`src/rtl/rrc_consts.svh`:
```
/*
 * Timing constants for the reset and retention control block.
 * Assumes the system clock period given here matches clk_sys.
 */
`ifndef RRC_CONSTS_SVH
`define RRC_CONSTS_SVH

`define RRC_CLK_PERIOD_NS 50
`define RRC_RST_HOLD_NS 200
`define RRC_RST_HOLD_CYCLES \
   ((`RRC_RST_HOLD_NS + `RRC_CLK_PERIOD_NS - 1) / `RRC_CLK_PERIOD_NS)

`endif

```
`src/rtl/rrc_pkg.sv`:
```
/*
 * Types shared by the reset and retention control block.
 * Assumes nothing of its surroundings.
 */
package rrc_pkg;

   typedef enum logic [2:0] {
      RRC_CAUSE_NONE,
      RRC_CAUSE_SLEEP,
      RRC_CAUSE_SOFT,
      RRC_CAUSE_HARD,
      RRC_CAUSE_POWER
   } rrc_cause_t;

endpackage : rrc_pkg

```
`src/rtl/rrc_top.sv`:
```
/*
 * Reset and retention control: merges power-on, hardware, software and
 * sleep events into one reset per storage class.
 * Assumes all inputs are synchronous to clk_sys and that the supply
 * monitors report a rail as ok while it is above its reset threshold.
 */
`timescale 1ns/1ps
`default_nettype none

`include "rrc_consts.svh"

// Contract
// - Analog or interface supply low raises power-on reset clearing all classes.
// - Reset pin low clears all registers, keeps sequencer, firmware per config.
// - Any reset trigger register write acts like the hardware reset.
// - Regulator off is sleep: keep always-on and sequencer, clear the rest.
// - Regulator stays enabled while its register bit or its pin is high.
// - Firmware survives reset only if core supply stays above threshold.
module rrc_top
   import rrc_pkg::*;
#(
   parameter int HOLD_CYCLES = `RRC_RST_HOLD_CYCLES
) (
   input wire logic clk_sys,
   input wire logic rst,
   input wire logic analog_supply_ok,
   input wire logic digital_interface_supply_ok,
   input wire logic core_supply_ok,
   input wire logic hw_reset_n,
   input wire logic reset_trigger_wr,
   input wire logic core_regulator_enable_bit,
   input wire logic regulator_enable_pin,
   input wire logic fw_retain_cfg,
   output logic core_regulator_en_q,
   output logic sleep_q,
   output rrc_cause_t cause_q,
   output logic rst_always_on_q,
   output logic rst_other_regs_q,
   output logic rst_seq_mem_q,
   output logic rst_fw_mem_q
);

   logic por_req;
   logic hard_req;
   logic soft_req;
   logic hwsw_req;
   logic sleep_req;
   logic fw_lost;
   logic ao_req;
   logic other_req;
   logic seq_req;
   logic fw_req;
   rrc_cause_t cause_d;

   assign por_req = rst | ~analog_supply_ok | ~digital_interface_supply_ok;
   assign hard_req = ~hw_reset_n;
   assign soft_req = reset_trigger_wr;
   assign hwsw_req = hard_req | soft_req;
   // Sleep follows the registered regulator state, so it lags by one cycle.
   assign sleep_req = ~core_regulator_en_q;
   // Firmware is lost if retention is off or the core rail dips in reset.
   assign fw_lost = hwsw_req & (~fw_retain_cfg | ~core_supply_ok);

   assign ao_req = por_req | hwsw_req;
   assign other_req = por_req | hwsw_req | sleep_req;
   assign seq_req = por_req;
   assign fw_req = por_req | fw_lost | sleep_req;

   always_ff @(posedge clk_sys) begin
      if (rst) begin
         core_regulator_en_q <= 1'b1;
      end else begin
         core_regulator_en_q <= core_regulator_enable_bit
                                | regulator_enable_pin;
      end
   end

   always_ff @(posedge clk_sys) begin
      if (rst) begin
         sleep_q <= 1'b0;
      end else begin
         sleep_q <= sleep_req & ~por_req & ~hwsw_req;
      end
   end

   always_comb begin
      if (por_req) begin
         cause_d = RRC_CAUSE_POWER;
      end else if (hard_req) begin
         cause_d = RRC_CAUSE_HARD;
      end else if (soft_req) begin
         cause_d = RRC_CAUSE_SOFT;
      end else if (sleep_req) begin
         cause_d = RRC_CAUSE_SLEEP;
      end else begin
         cause_d = RRC_CAUSE_NONE;
      end
   end

   always_ff @(posedge clk_sys) begin
      if (rst) begin
         cause_q <= RRC_CAUSE_POWER;
      end else begin
         cause_q <= cause_d;
      end
   end

   rrc_stretch #(.HOLD_CYCLES(HOLD_CYCLES)) u_ao (
      .clk_sys(clk_sys),
      .rst(rst),
      .req(ao_req),
      .rst_q(rst_always_on_q)
   );

   rrc_stretch #(.HOLD_CYCLES(HOLD_CYCLES)) u_other (
      .clk_sys(clk_sys),
      .rst(rst),
      .req(other_req),
      .rst_q(rst_other_regs_q)
   );

   rrc_stretch #(.HOLD_CYCLES(HOLD_CYCLES)) u_seq (
      .clk_sys(clk_sys),
      .rst(rst),
      .req(seq_req),
      .rst_q(rst_seq_mem_q)
   );

   rrc_stretch #(.HOLD_CYCLES(HOLD_CYCLES)) u_fw (
      .clk_sys(clk_sys),
      .rst(rst),
      .req(fw_req),
      .rst_q(rst_fw_mem_q)
   );

   // Helper counters of quiet cycles since the last request of a class.
   localparam int QW = $clog2(HOLD_CYCLES + 2);
   localparam logic [QW-1:0] QMAX = QW'(HOLD_CYCLES + 1);

   logic [QW-1:0] seq_quiet_q;
   logic [QW-1:0] ao_quiet_q;
   logic [QW-1:0] fw_quiet_q;

   function automatic logic [QW-1:0] quiet_next(input logic req,
                                                input logic [QW-1:0] q);
      if (req) begin
         return '0;
      end else if (q != QMAX) begin
         return q + QW'(1);
      end else begin
         return q;
      end
   endfunction : quiet_next

   always_ff @(posedge clk_sys) begin
      if (rst) begin
         seq_quiet_q <= '0;
         ao_quiet_q <= '0;
         fw_quiet_q <= '0;
      end else begin
         seq_quiet_q <= quiet_next(seq_req, seq_quiet_q);
         ao_quiet_q <= quiet_next(ao_req, ao_quiet_q);
         fw_quiet_q <= quiet_next(fw_req, fw_quiet_q);
      end
   end
endmodule : rrc_top

`default_nettype wire

```
`src/rtl/rrc_stretch.sv`:
```
/*
 * Reset stretcher for one storage class.
 * Assumes the request is synchronous to clk_sys.
 */
`timescale 1ns/1ps
`default_nettype none

module rrc_stretch #(
   parameter int HOLD_CYCLES = 4
) (
   input wire logic clk_sys,
   input wire logic rst,
   input wire logic req,
   output logic rst_q
);

   localparam int CW = $clog2(HOLD_CYCLES + 1);

   logic [CW-1:0] cnt_q;

   if (HOLD_CYCLES < 1) begin : g_bad_hold
      $error("HOLD_CYCLES must be at least 1.");
   end

   // The class reset stays up for HOLD_CYCLES cycles after the request ends.
   always_ff @(posedge clk_sys) begin
      if (rst) begin
         rst_q <= 1'b1;
         cnt_q <= CW'(HOLD_CYCLES - 1);
      end else if (req) begin
         rst_q <= 1'b1;
         cnt_q <= CW'(HOLD_CYCLES - 1);
      end else if (cnt_q != '0) begin
         cnt_q <= cnt_q - CW'(1);
      end else begin
         rst_q <= 1'b0;
      end
   end
endmodule : rrc_stretch

`default_nettype wire

```
`config.mk`:
```
export PLATFORM = sky130hd
export DESIGN_NAME = rrc_top
export DESIGN_NICKNAME = d
export VERILOG_FILES = /design/src/rtl/rrc_pkg.sv /design/src/rtl/rrc_top.sv /design/src/rtl/rrc_stretch.sv
export VERILOG_INCLUDE_DIRS = /design/src /design/src/rtl
export SDC_FILE = /design/constraint.sdc
export NUM_CORES = 1
export LEC_CHECK = 0
export BUFFER_PORTS_ARGS = -buffer_cell sky130_fd_sc_hd__buf_4
export CELL_PAD_IN_SITES_DETAIL_PLACEMENT = 2
export CELL_PAD_IN_SITES_GLOBAL_PLACEMENT = 2
export CORE_ASPECT_RATIO = 0.75
export CORE_MARGIN = 4
export CORE_UTILIZATION = 31
export DETAILED_ROUTE_END_ITERATION = 6
export PLACE_DENSITY_LB_ADDON = 0.1
export SYNTH_ARGS = -nofsm -noshare
export SYNTH_HDL_FRONTEND = slang
export SYNTH_SLANG_ARGS = --single-unit
```
`constraint.sdc`:
```
create_clock -name clk_sys -period 1.4 [get_ports clk_sys]
set_clock_uncertainty 0.05 [all_clocks]
set_input_delay 0.28 -clock clk_sys [delete_from_list [all_inputs] [get_ports clk_sys]]
set_output_delay 0.28 -clock clk_sys [all_outputs]
set_load 0.05 [all_outputs]
```
* Yosys cells after proc, flatten, opt, wreduce, memory -nomap -nowiden
Cells that the tools add are included.
** Storage, ports and cells
- Bits in latches :: 0
- Register bits after elaboration :: 21
- Word-level logic and storage cells :: 46
- Input port bits :: 10
- ROM bits :: 0
- Memories kept :: 0
- Memory bits (writable) :: 0
** Cells by class
- Reductions and logical operators :: 8
- Bitwise gates (word level) :: 20
- Order comparisons :: 0
- Multiplexer cells :: 3
- $add $sub $neg :: 4
- Shift operators :: 0
- Divide/modulo/power cells :: 0
- Equality and inequality tests :: 0
- Multipliers :: 0
** Operator list (count)
- $reduce_bool A3 Y1 :: 4
- $sub A3 B1 Y3 const B :: 4
- $or A1 B1 Y1 :: 9
- $not A1 Y1 :: 8
- $reduce_or A2 Y1 :: 4
- $mux W2 :: 2
- $and A1 B1 Y1 :: 3
- $mux W1 :: 1

* Longest topological paths before layout
Gate-level depths: netlist of the first run.
- Depth in word-level cells :: 6
- Mapped depth :: 5

* Hierarchy
From an unflattened synthesis of the first run, not the netlist that was laid out.
** Unflattened totals
- Cells, all modules :: 102
- Area, all modules :: 972.2 µm²
** Modules (own cells, without submodules)
- rrc_stretch :: cells each 21, instances 4, area each 197.7 µm²
- rrc_top :: cells each 18, instances 1, area each 181.4 µm²

* Least setup slack after synthesis of the first run
Ideal clock, no wire load.
- Kind :: reg-to-reg
- Start point :: reg core_regulator_en_q
- End point :: reg u_fw.cnt_q[1]
- Setup time :: 0.131 ns
- Data required time :: 1.219 ns
- Buffers on the path :: 0
- Period minus slack after synthesis :: 1.406 ns
- Arrival time :: 1.224 ns
- Stages on the path, launching flop included :: 4
- Setup slack :: -0.006 ns
- Path through :: dfxtp_1 inv_1 a211oi_4 o21ai_0
** Between the ends
- Cells in the longest elaborated chain, start to end :: 3
** Ends and longest elaborated chain
- start: declaration :: RTL line rrc_top.sv:34 : output logic core_regulator_en_q,
- start signal: assignment :: RTL line rrc_top.sv:73 : core_regulator_en_q <= core_regulator_enable_bit
- $not A1 Y1 :: RTL line rrc_top.sv:60 : assign sleep_req = ~core_regulator_en_q;
- $or A1 B1 Y1 :: RTL line rrc_top.sv:67 : assign fw_req = por_req | fw_lost | sleep_req;
- $reduce_or A2 Y1 (no source line)
- end signal: assignment :: RTL line rrc_stretch.sv:29 : cnt_q <= CW'(HOLD_CYCLES - 1);
- end signal: assignment :: RTL line rrc_stretch.sv:32 : cnt_q <= CW'(HOLD_CYCLES - 1);
- end signal: assignment :: RTL line rrc_stretch.sv:34 : cnt_q <= cnt_q - CW'(1);
- end: declaration :: RTL line rrc_stretch.sv:19 : logic [CW-1:0] cnt_q;
Every way passes these cells.
A chain may end at the register's enable or synchronous reset.

* Final worst setup path of the first run
- Start point :: reg u_other.cnt_q[0]
- End point :: reg u_other.cnt_q[0]
** Between the ends
- Cells in the longest elaborated chain, start to end :: 1
** Ends and longest elaborated chain (RTL line)
- start: declaration :: rrc_stretch.sv:19
- start signal: assignment :: rrc_stretch.sv:29
- start signal: assignment :: rrc_stretch.sv:32
- start signal: assignment :: rrc_stretch.sv:34
- $sub A3 B1 Y3 / $reduce_bool A3 Y1 (equally long branches) :: rrc_stretch.sv:34, rrc_stretch.sv:33
Parallel ways exist; a longest one is shown, timed or not.

==> impl_metrics.env, run 1 <==
export IMPL_final_nets=135
export IMPL_cp_max_fo=3
export IMPL_cts_max_level=1
export IMPL_synth_avg_cell_area_sq_um=9.50
export IMPL_whs_endpoint="core_regulator_en_q"
export IMPL_ff2ff_path_depth=5
export IMPL_grt_pass1_wl_um=3420
export IMPL_grt_max_degree=12
export IMPL_final_hold_viol_count=0
export IMPL_min_period_ps=1250
export IMPL_ys_types=24
export IMPL_fmax_mhz=798
export IMPL_vias_per_cell=4.53
export IMPL_dp_cells=148
export IMPL_antennaDiodeCount=0
export IMPL_io_pins=19
export IMPL_r2r_end="u_other.cnt_q[0]"
export IMPL_fin_tns_setup_ps=0
export IMPL_cts_root_buf="clkbuf_8"
export IMPL_status="completed"
export IMPL_cts_sinks=21
export IMPL_rsz0062_at_grt="false"
export IMPL_power_density_mw_per_mm2=957
export IMPL_synth_nets=111
export IMPL_crit_start="u_other.cnt_q[0]"
export IMPL_max_vdd_ir_drop_uv=520
export IMPL_postRouteAntennaNets=0
export IMPL_final_common_cell="dfxtp_1"
export IMPL_layout_cells_non_filler=152
export IMPL_dieHeight_um=54.2
export IMPL_hold_buffers=0
export IMPL_post_place_ws_ps=39.7
export IMPL_layout_drive_gt1_share=0.233
export IMPL_worstSetupPathType="reg -> reg"
export IMPL_vias=688
export IMPL_cts_made_buffers=3
export IMPL_die_x_um=69.6
export IMPL_fillers=292
export IMPL_synth_seq_cells=21
export IMPL_final_cell_mix="20 x dfxtp_1, 19 x buf_4, 11 x nand2_1"
export IMPL_start_util=0.332
export IMPL_finalPower_mw=1.07
export IMPL_finalSetupViolations=0
export IMPL_r2r_slack_ps=150
export IMPL_wl_per_cell_um=12.8
export IMPL_cts_tree="built"
export IMPL_drc_errors=0
export IMPL_startpoint_type="flop"
export IMPL_cp_required_ps=1480
export IMPL_wl_um=1950
export IMPL_drv_slew=0
export IMPL_ctsResizeCount=0
export IMPL_rows=16
export IMPL_grt_overflow=0
export IMPL_drt_iter0_markers=11
export IMPL_design_core_area_sq_mm=0.00266
export IMPL_r2r_start="u_other.cnt_q[0]"
export IMPL_post_cts_setup_buffer_count=0
export IMPL_synthCells=93
export IMPL_critPathCaptureType="flop"
export IMPL_cts_path_max_buffers=2
export IMPL_worst_pin_slew_ps=253
export IMPL_clk_pin_slew_worst_paths_ps=70
export IMPL_hold_start="regulator_enable_pin"
export IMPL_hold_worst_slack_ps=155
export IMPL_hold_class="in -> reg"
export IMPL_area_growth_pct=26.5
export IMPL_synth_area_sq_um=883
export IMPL_fin_ws_ps=147
export IMPL_clock_latency_ps=250
export IMPL_antenna_found_initial=0
export IMPL_hold_depth=2
export IMPL_fin_crit_sh=0.895
export IMPL_grtUsageTotal=0.118
export IMPL_slew_headroom=0.831
export IMPL_crit_arrival_ps=1330
export IMPL_gp_congestion=0.758
export IMPL_placement_io_buffers=18
export IMPL_grt_pass1_vias=796
export IMPL_ys_seq_area_frac=0.476
export IMPL_yosysWarnings=0
export IMPL_cellLeakagePower_nw=0.568
export IMPL_dp_hpwl_um=1560
export IMPL_die_area_sq_mm=0.00378
export IMPL_drtPass1Iterations=4
export IMPL_max_cap_viol_count=0
## Yosys cell counts (all sizes together)
library cell  instances  area [sq um]
o21ai                 3          15.0
o21a                  1          7.51
ha                    8           100
nor3                  2          10.0
nand3                 2          10.0
and3b                 1          10.0
a211oi                1          20.0
nand2                11          41.3
dfxtp                21           420
a21oi                 1          5.00
nor3b                 1          7.51
nand2b                5          31.3
and2b                 1          7.51
and2                  4          25.0
or3                   1          6.26
nor2                  9          36.3
nor4                  1          6.26
mux2i                 4          40.0
nand3b                1          7.51
inv                  11          41.3
xnor2                 4          35.0
## worst max-delay path, stage by stage (launching register included)
cell,delay (ps)
dfxtp_1,360
inv_1,70
ha_1,210
nand2b_1,170
xnor2_1,160
nand3_1,110
## through the flow
stage / utilization / area [sq um]
after floorplan: - / 885
after global placement: 0.403 / 1070
after detailed placement: 0.403 / 1070
after CTS: 0.420 / 1120
after global routing: 0.420 / 1120
final: 0.420 / 1120
## cells by family after synthesis
kind of cell,count (synthesis),synth area share
AND/OR/NAND/NOR,39,0.225
flip-flops,21,0.476
buffers and inverters,11,0.0467
adder cells (fa/ha/maj),8,0.113
AO/OA/AOI/OAI,6,0.0538
XOR/XNOR,4,0.0397
multiplexers,4,0.0453
## report_power, final
group	switching, mW	internal [mW]	total, mW	leakage [nW]
Clock	0.183	0.202	0.385	0.0228
Combinational	0.0396	0.0340	0.0736	0.375
Sequential	0.00572	0.605	0.611	0.170
## per-layer routing
layer  GRT usage  wire, um  vias up
li1            -         -      338
met1       0.124       835      335
met2       0.231       988       13
met3      0.0459       108        2
met4      0.0287        13        0
met5           0         0        -
## sequential cells by signal (all words and copies together) (netlist names)
name,flops
cause_q,3
core_regulator_en_q,1
sleep_q,1
u_ao.cnt_q,3
u_ao.rst_q,1
u_fw.cnt_q,3
u_fw.rst_q,1
u_other.cnt_q,3
u_other.rst_q,1
u_seq.cnt_q,3
u_seq.rst_q,1
## layout make-up
type                       count  area, sq um  area share
sequential                    21          422       0.377
multi-input combinational     61          422       0.377
timing repair buffer          19          143       0.128
clock buffer                   4         45.0      0.0403
tap                           36         45.0      0.0403
inverter                      11         41.3      0.0370
## worst max path at each step
stage                            end  slack (ps)  cells after the start
floorplan              u_fw.cnt_q[1]         230                      3
global placement       u_ao.cnt_q[1]         120                      5
detailed placement     u_fw.cnt_q[1]          40                      5
CTS                 u_other.cnt_q[0]         140                      5
global route        u_other.cnt_q[0]          50                      5
finish              u_other.cnt_q[0]         150                      5
Power figures use the tool's default switching activity.
==> inputs of run 2 (changes only) <==
==> constraint.sdc (replaced) <==
create_clock -name clk_sys -period 1.4 [get_ports clk_sys]
set_clock_uncertainty 0.05 [all_clocks]
set_input_delay 0 -clock clk_sys [delete_from_list [all_inputs] [get_ports clk_sys]]
set_output_delay 0 -clock clk_sys [all_outputs]
set_load 0.05 [all_outputs]
==> run 2 against run 1 <==
  * Utilization is 1.9 points higher
  * Clock-buffer cell count did not move
  * Via count up 0.58%
  * Critical endpoint is now cause_q[0]
  * Non-clock buffer count is 4 higher
  * Critical path depth is the same
  * Maximum frequency is 5.8% lower
  * Worst hold slack got worse by 120 ps
  * Combinational power rose by 18%
  * Flip-flop and latch count unchanged
  * Clock power increased by 2%
  * Setup slack lost 77 ps
  * Power is 1.9% higher
  * Largest cell class is now multi-input gates
==> impl_metrics.env, run 2 (synthesis results as in run 1) <==
export IMPL_r2r_start="core_regulator_en_q"
export IMPL_multiInputGateArea_sq_um=429
export IMPL_cp_max_fo=2
export IMPL_max_cap_viol_count=0
export IMPL_final_nets=139
export IMPL_io_pins=19
export IMPL_status="completed"
export IMPL_final_hold_viol_count=0
export IMPL_dp_hpwl_um=1540
export IMPL_postRouteAntennaNets=0
export IMPL_cts_sinks=21
export IMPL_crit_top_cell="dlygate4sd3_1"
export IMPL_clock_latency_ps=260
export IMPL_antennaDiodeCount=0
export IMPL_drv_slew=0
export IMPL_grt_overflow=0
export IMPL_clk_pin_slew_worst_paths_ps=70
export IMPL_area_growth_pct=32.2
export IMPL_wl_um=2000
export IMPL_cts_root_buf="clkbuf_8"
export IMPL_dieHeight_um=54.2
export IMPL_layout_cells_non_filler=156
export IMPL_design_core_area_sq_mm=0.00266
export IMPL_startpoint_type="primary input"
export IMPL_finalPower_mw=1.09
export IMPL_slowest_delay_ps=550
export IMPL_dp_cells=147
export IMPL_fin_tns_setup_ps=0
export IMPL_placement_io_buffers=18
export IMPL_cts_made_buffers=3
export IMPL_power_density_mw_per_mm2=934
export IMPL_grtUsageTotal=0.122
export IMPL_drc_errors=0
export IMPL_cp_cell_sequence="dlygate4sd3_1, buf_4, o21a_1, dlygate4sd3_1, nor2_1"
export IMPL_cts_max_level=1
export IMPL_final_cell_mix="20 x dfxtp_1, 18 x buf_4, 11 x nand2_1"
export IMPL_register_area_sq_um=422
export IMPL_max_vdd_ir_drop_uv=580
export IMPL_start_util=0.332
export IMPL_vias_per_cell=4.44
export IMPL_cp_slowest_cell="dlygate4sd3_1"
export IMPL_hold_worst_slack_ps=30.4
export IMPL_grt_pass1_wl_um=3460
export IMPL_crit_start="reset_trigger_wr"
export IMPL_final_common_cell="dfxtp_1"
export IMPL_drt_iter0_markers=21
export IMPL_cellLeakagePower_nw=0.590
export IMPL_rows=16
export IMPL_fillers=291
export IMPL_grt_pass1_vias=750
export IMPL_die_area_sq_mm=0.00378
export IMPL_worstSetupPathType="in -> reg"
export IMPL_cts_path_max_buffers=2
export IMPL_gp_congestion=0.648
export IMPL_fin_crit_sh=0.950
export IMPL_critPathCaptureType="flop"
export IMPL_vias=692
export IMPL_worst_pin_slew_ps=293
export IMPL_wl_per_cell_um=12.8
export IMPL_finalSetupViolations=0
export IMPL_layout_drive_gt1_share=0.225
export IMPL_rsz0062_at_grt="false"
export IMPL_post_cts_setup_buffer_count=0
export IMPL_slew_headroom=0.805
export IMPL_hold_start="hw_reset_n"
export IMPL_drtPass1Iterations=2
export IMPL_hold_class="in -> reg"
export IMPL_min_period_ps=1330
export IMPL_crit_arrival_ps=1480
export IMPL_cp_required_ps=1550
export IMPL_die_x_um=69.6
export IMPL_cts_tree="built"
export IMPL_fmax_mhz=752
export IMPL_antenna_found_initial=0
export IMPL_grt_max_degree=12
-- run 2: power breakdown --
group          internal, mW  switching (mW)  leakage [nW]
clock network         0.203           0.190        0.0228
registers             0.605         0.00592         0.170
logic                0.0434          0.0435         0.397
total                 0.851           0.239         0.590
-- run 2: final timing paths --
kind                endpoint  depth (start not counted)  slack, ps
hold reg to reg   u_fw.rst_q                          2        400
setup reg to reg  cause_q[0]                          3         90
hold / removal       sleep_q                          3         30
setup / recovery  cause_q[0]                          5         70
-- run 2: worst max-delay path, delay by kind of cell --
kind / cells / cell delay, ps
compound gates: 1 / 160
buf+inv: 3 / 1230
simple gates: 1 / 90
-- run 2: stage by stage --
stage / setup slack (ps) / util / cell area (sq um)
after floorplan: 227 / - / 885
after global placement: 232 / 0.400 / 1060
after detailed placement: 186 / 0.400 / 1060
after CTS: 20.9 / 0.436 / 1160
after global routing: 37.1 / 0.438 / 1170
final: 69.9 / 0.438 / 1170
-- run 2: per-layer routing --
metal | vias up | track usage | routed length [um]
li1 | 346 | - | -
met1 | 329 | 0.141 | 930
met2 | 15 | 0.212 | 953
met3 | 2 | 0.0459 | 102
met4 | 0 | 0.0478 | 13
met5 | - | 0 | 0
-- run 2: layout make-up --
type                            count  area share
Sequential cell                    21       0.361
Multi-Input combinational cell     61       0.368
Tap cell                           36      0.0386
Clock buffer                        4      0.0386
Timing Repair Buffer               23       0.159
Inverter                           11      0.0354
-- run 2: repair_timing --
action,in CTS,in global routing
hold buffers,5,0
endpoints found under the hold margin,2,0
gates resized for setup,0,2
endpoints found under the setup margin,0,2
==> inputs of run 3 (changes only) <==
Settings changed: HOLD_SLACK_MARGIN set to 0.12.
==> run 3 against run 2 <==
  * The run now ends with negative hold slack left
  * Worst hold slack worse by 150 ps
  * Maximum frequency up 0.33%
  * Sequential power about the same
  * Clock-buffer cell count unchanged
  * Critical endpoint unchanged
  * Largest power group unchanged
  * Highest routed layer unchanged
==> impl_metrics.env, run 3 (synthesis results as in run 1) <==
export IMPL_max_cap_viol_count=0
export IMPL_drc_errors=0
export IMPL_cp_slowest_cell="dlygate4sd3_1"
export IMPL_drt_iter0_markers=31
export IMPL_cp_required_ps=1550
export IMPL_cellLeakagePower_nw=0.607
export IMPL_fin_crit_sh=0.947
export IMPL_post_route_cell_area_sq_mm=0.00121
export IMPL_die_x_um=69.6
export IMPL_vias=712
export IMPL_critPathTopFamily="buffers and inverters"
export IMPL_cts_sinks=21
export IMPL_multiInputGateArea_sq_um=429
export IMPL_rows=16
export IMPL_hold_class="in -> reg"
export IMPL_final_common_cell="dfxtp_1"
export IMPL_dpl_instance_area_sq_mm=0.00106
export IMPL_fin_tns_setup_ps=0
export IMPL_wl_per_cell_um=13.3
export IMPL_status="finished with violations"
export IMPL_finish_utilization=0.453
export IMPL_antenna_found_initial=0
export IMPL_rsz0062_at_grt="false"
export IMPL_layout_drive_gt1_share=0.218
export IMPL_clock_latency_ps=260
export IMPL_crit_arrival_ps=1470
export IMPL_cp_buffers_inverters=3
export IMPL_cts_max_level=1
export IMPL_worst_pin_slew_ps=293
export IMPL_grt_pass1_vias=766
export IMPL_worstSetupPathType="in -> reg"
export IMPL_design_core_area_sq_mm=0.00266
export IMPL_dp_cells=147
export IMPL_grt_overflow=0
export IMPL_start_util=0.332
export IMPL_grt_max_degree=12
export IMPL_cp_cell_sequence="dlygate4sd3_1, buf_4, o21a_1, dlygate4sd3_1, nor2_1"
export IMPL_min_period_ps=1330
export IMPL_register_area_sq_um=422
export IMPL_cts_made_buffers=3
export IMPL_post_place_ws_ps=186
export IMPL_final_cell_mix="20 x dfxtp_1, 18 x buf_4, 11 x nand2_1"
export IMPL_cp_max_fo=2
export IMPL_power_density_mw_per_mm2=912
export IMPL_crit_top_cell="dlygate4sd3_1"
export IMPL_finalPower_mw=1.10
export IMPL_area_growth_pct=36.7
export IMPL_placement_io_buffers=18
export IMPL_wl_um=2130
export IMPL_io_pins=19
export IMPL_cts_path_max_buffers=2
export IMPL_vias_per_cell=4.45
export IMPL_layout_cells_non_filler=160
export IMPL_slowest_delay_ps=550
export IMPL_clk_pin_slew_worst_paths_ps=70
export IMPL_dp_hpwl_um=1540
export IMPL_max_vdd_ir_drop_uv=582
export IMPL_startpoint_type="primary input"
export IMPL_fin_ws_ps=74.3
export IMPL_postRouteAntennaNets=0
export IMPL_hold_worst_slack_ps=-122
export IMPL_slew_headroom=0.805
export IMPL_fillers=283
export IMPL_failed_checks="negative hold slack"
export IMPL_cts_tree="built"
export IMPL_gp_congestion=0.648
export IMPL_grtUsageTotal=0.128
export IMPL_grt_pass1_wl_um=3600
export IMPL_critPathCaptureType="flop"
export IMPL_fmax_mhz=754
export IMPL_drtPass1Iterations=2
export IMPL_antennaDiodeCount=0
export IMPL_drv_slew=0
export IMPL_die_area_sq_mm=0.00378
export IMPL_cts_root_buf="clkbuf_8"
export IMPL_final_hold_viol_count=1
export IMPL_final_nets=143
export IMPL_finalSetupViolations=0
export IMPL_dieHeight_um=54.2
-- run 3: cell types whose count changed in the layout (fill, tap and decap cells not counted) --
cell           previous run  this run
dlygate4sd3_1             5         9
-- run 3: worst paths after layout --
path	startpoint	endpoint	slack (ps)	depth (start not counted)
setup / recovery	reset_trigger_wr	cause_q[0]	70	5
hold / removal	rst	core_regulator_en_q	-120	2
hold reg to reg	u_fw.rst_q	u_fw.rst_q	400	2
setup reg to reg	core_regulator_en_q	cause_q[0]	80	3
-- run 3: repair_timing --
item                                    CTS  global route
gates resized for setup                   0             2
endpoints found under the setup margin    0             2
hold buffers                              7             2
endpoints found under the hold margin     8             8
setup buffers                             0             0
-- run 3: routing by layer --
layer | wire [um] | track usage | part of all wire
met1 | 958 | 0.147 | 0.45
met2 | 1060 | 0.228 | 0.50
met3 | 91 | 0.0440 | 0.043
met4 | 13 | 0.0478 | 0.0061
met5 | 0 | 0 | 0
-- run 3: where the power goes --
part,internal [mW],switching (mW)
clock,0.203,0.190
combinational,0.0507,0.0470
sequential,0.605,0.00610
-- run 3: final cells by class --
| class | count | share of cell area |
|---|---|---|
| clock buffers | 4 | 0.0373 |
| well taps | 36 | 0.0373 |
| flip-flops and latches | 21 | 0.349 |
| multi-input cells | 61 | 0.355 |
| inverters | 11 | 0.0342 |
| repair buffers | 27 | 0.187 |
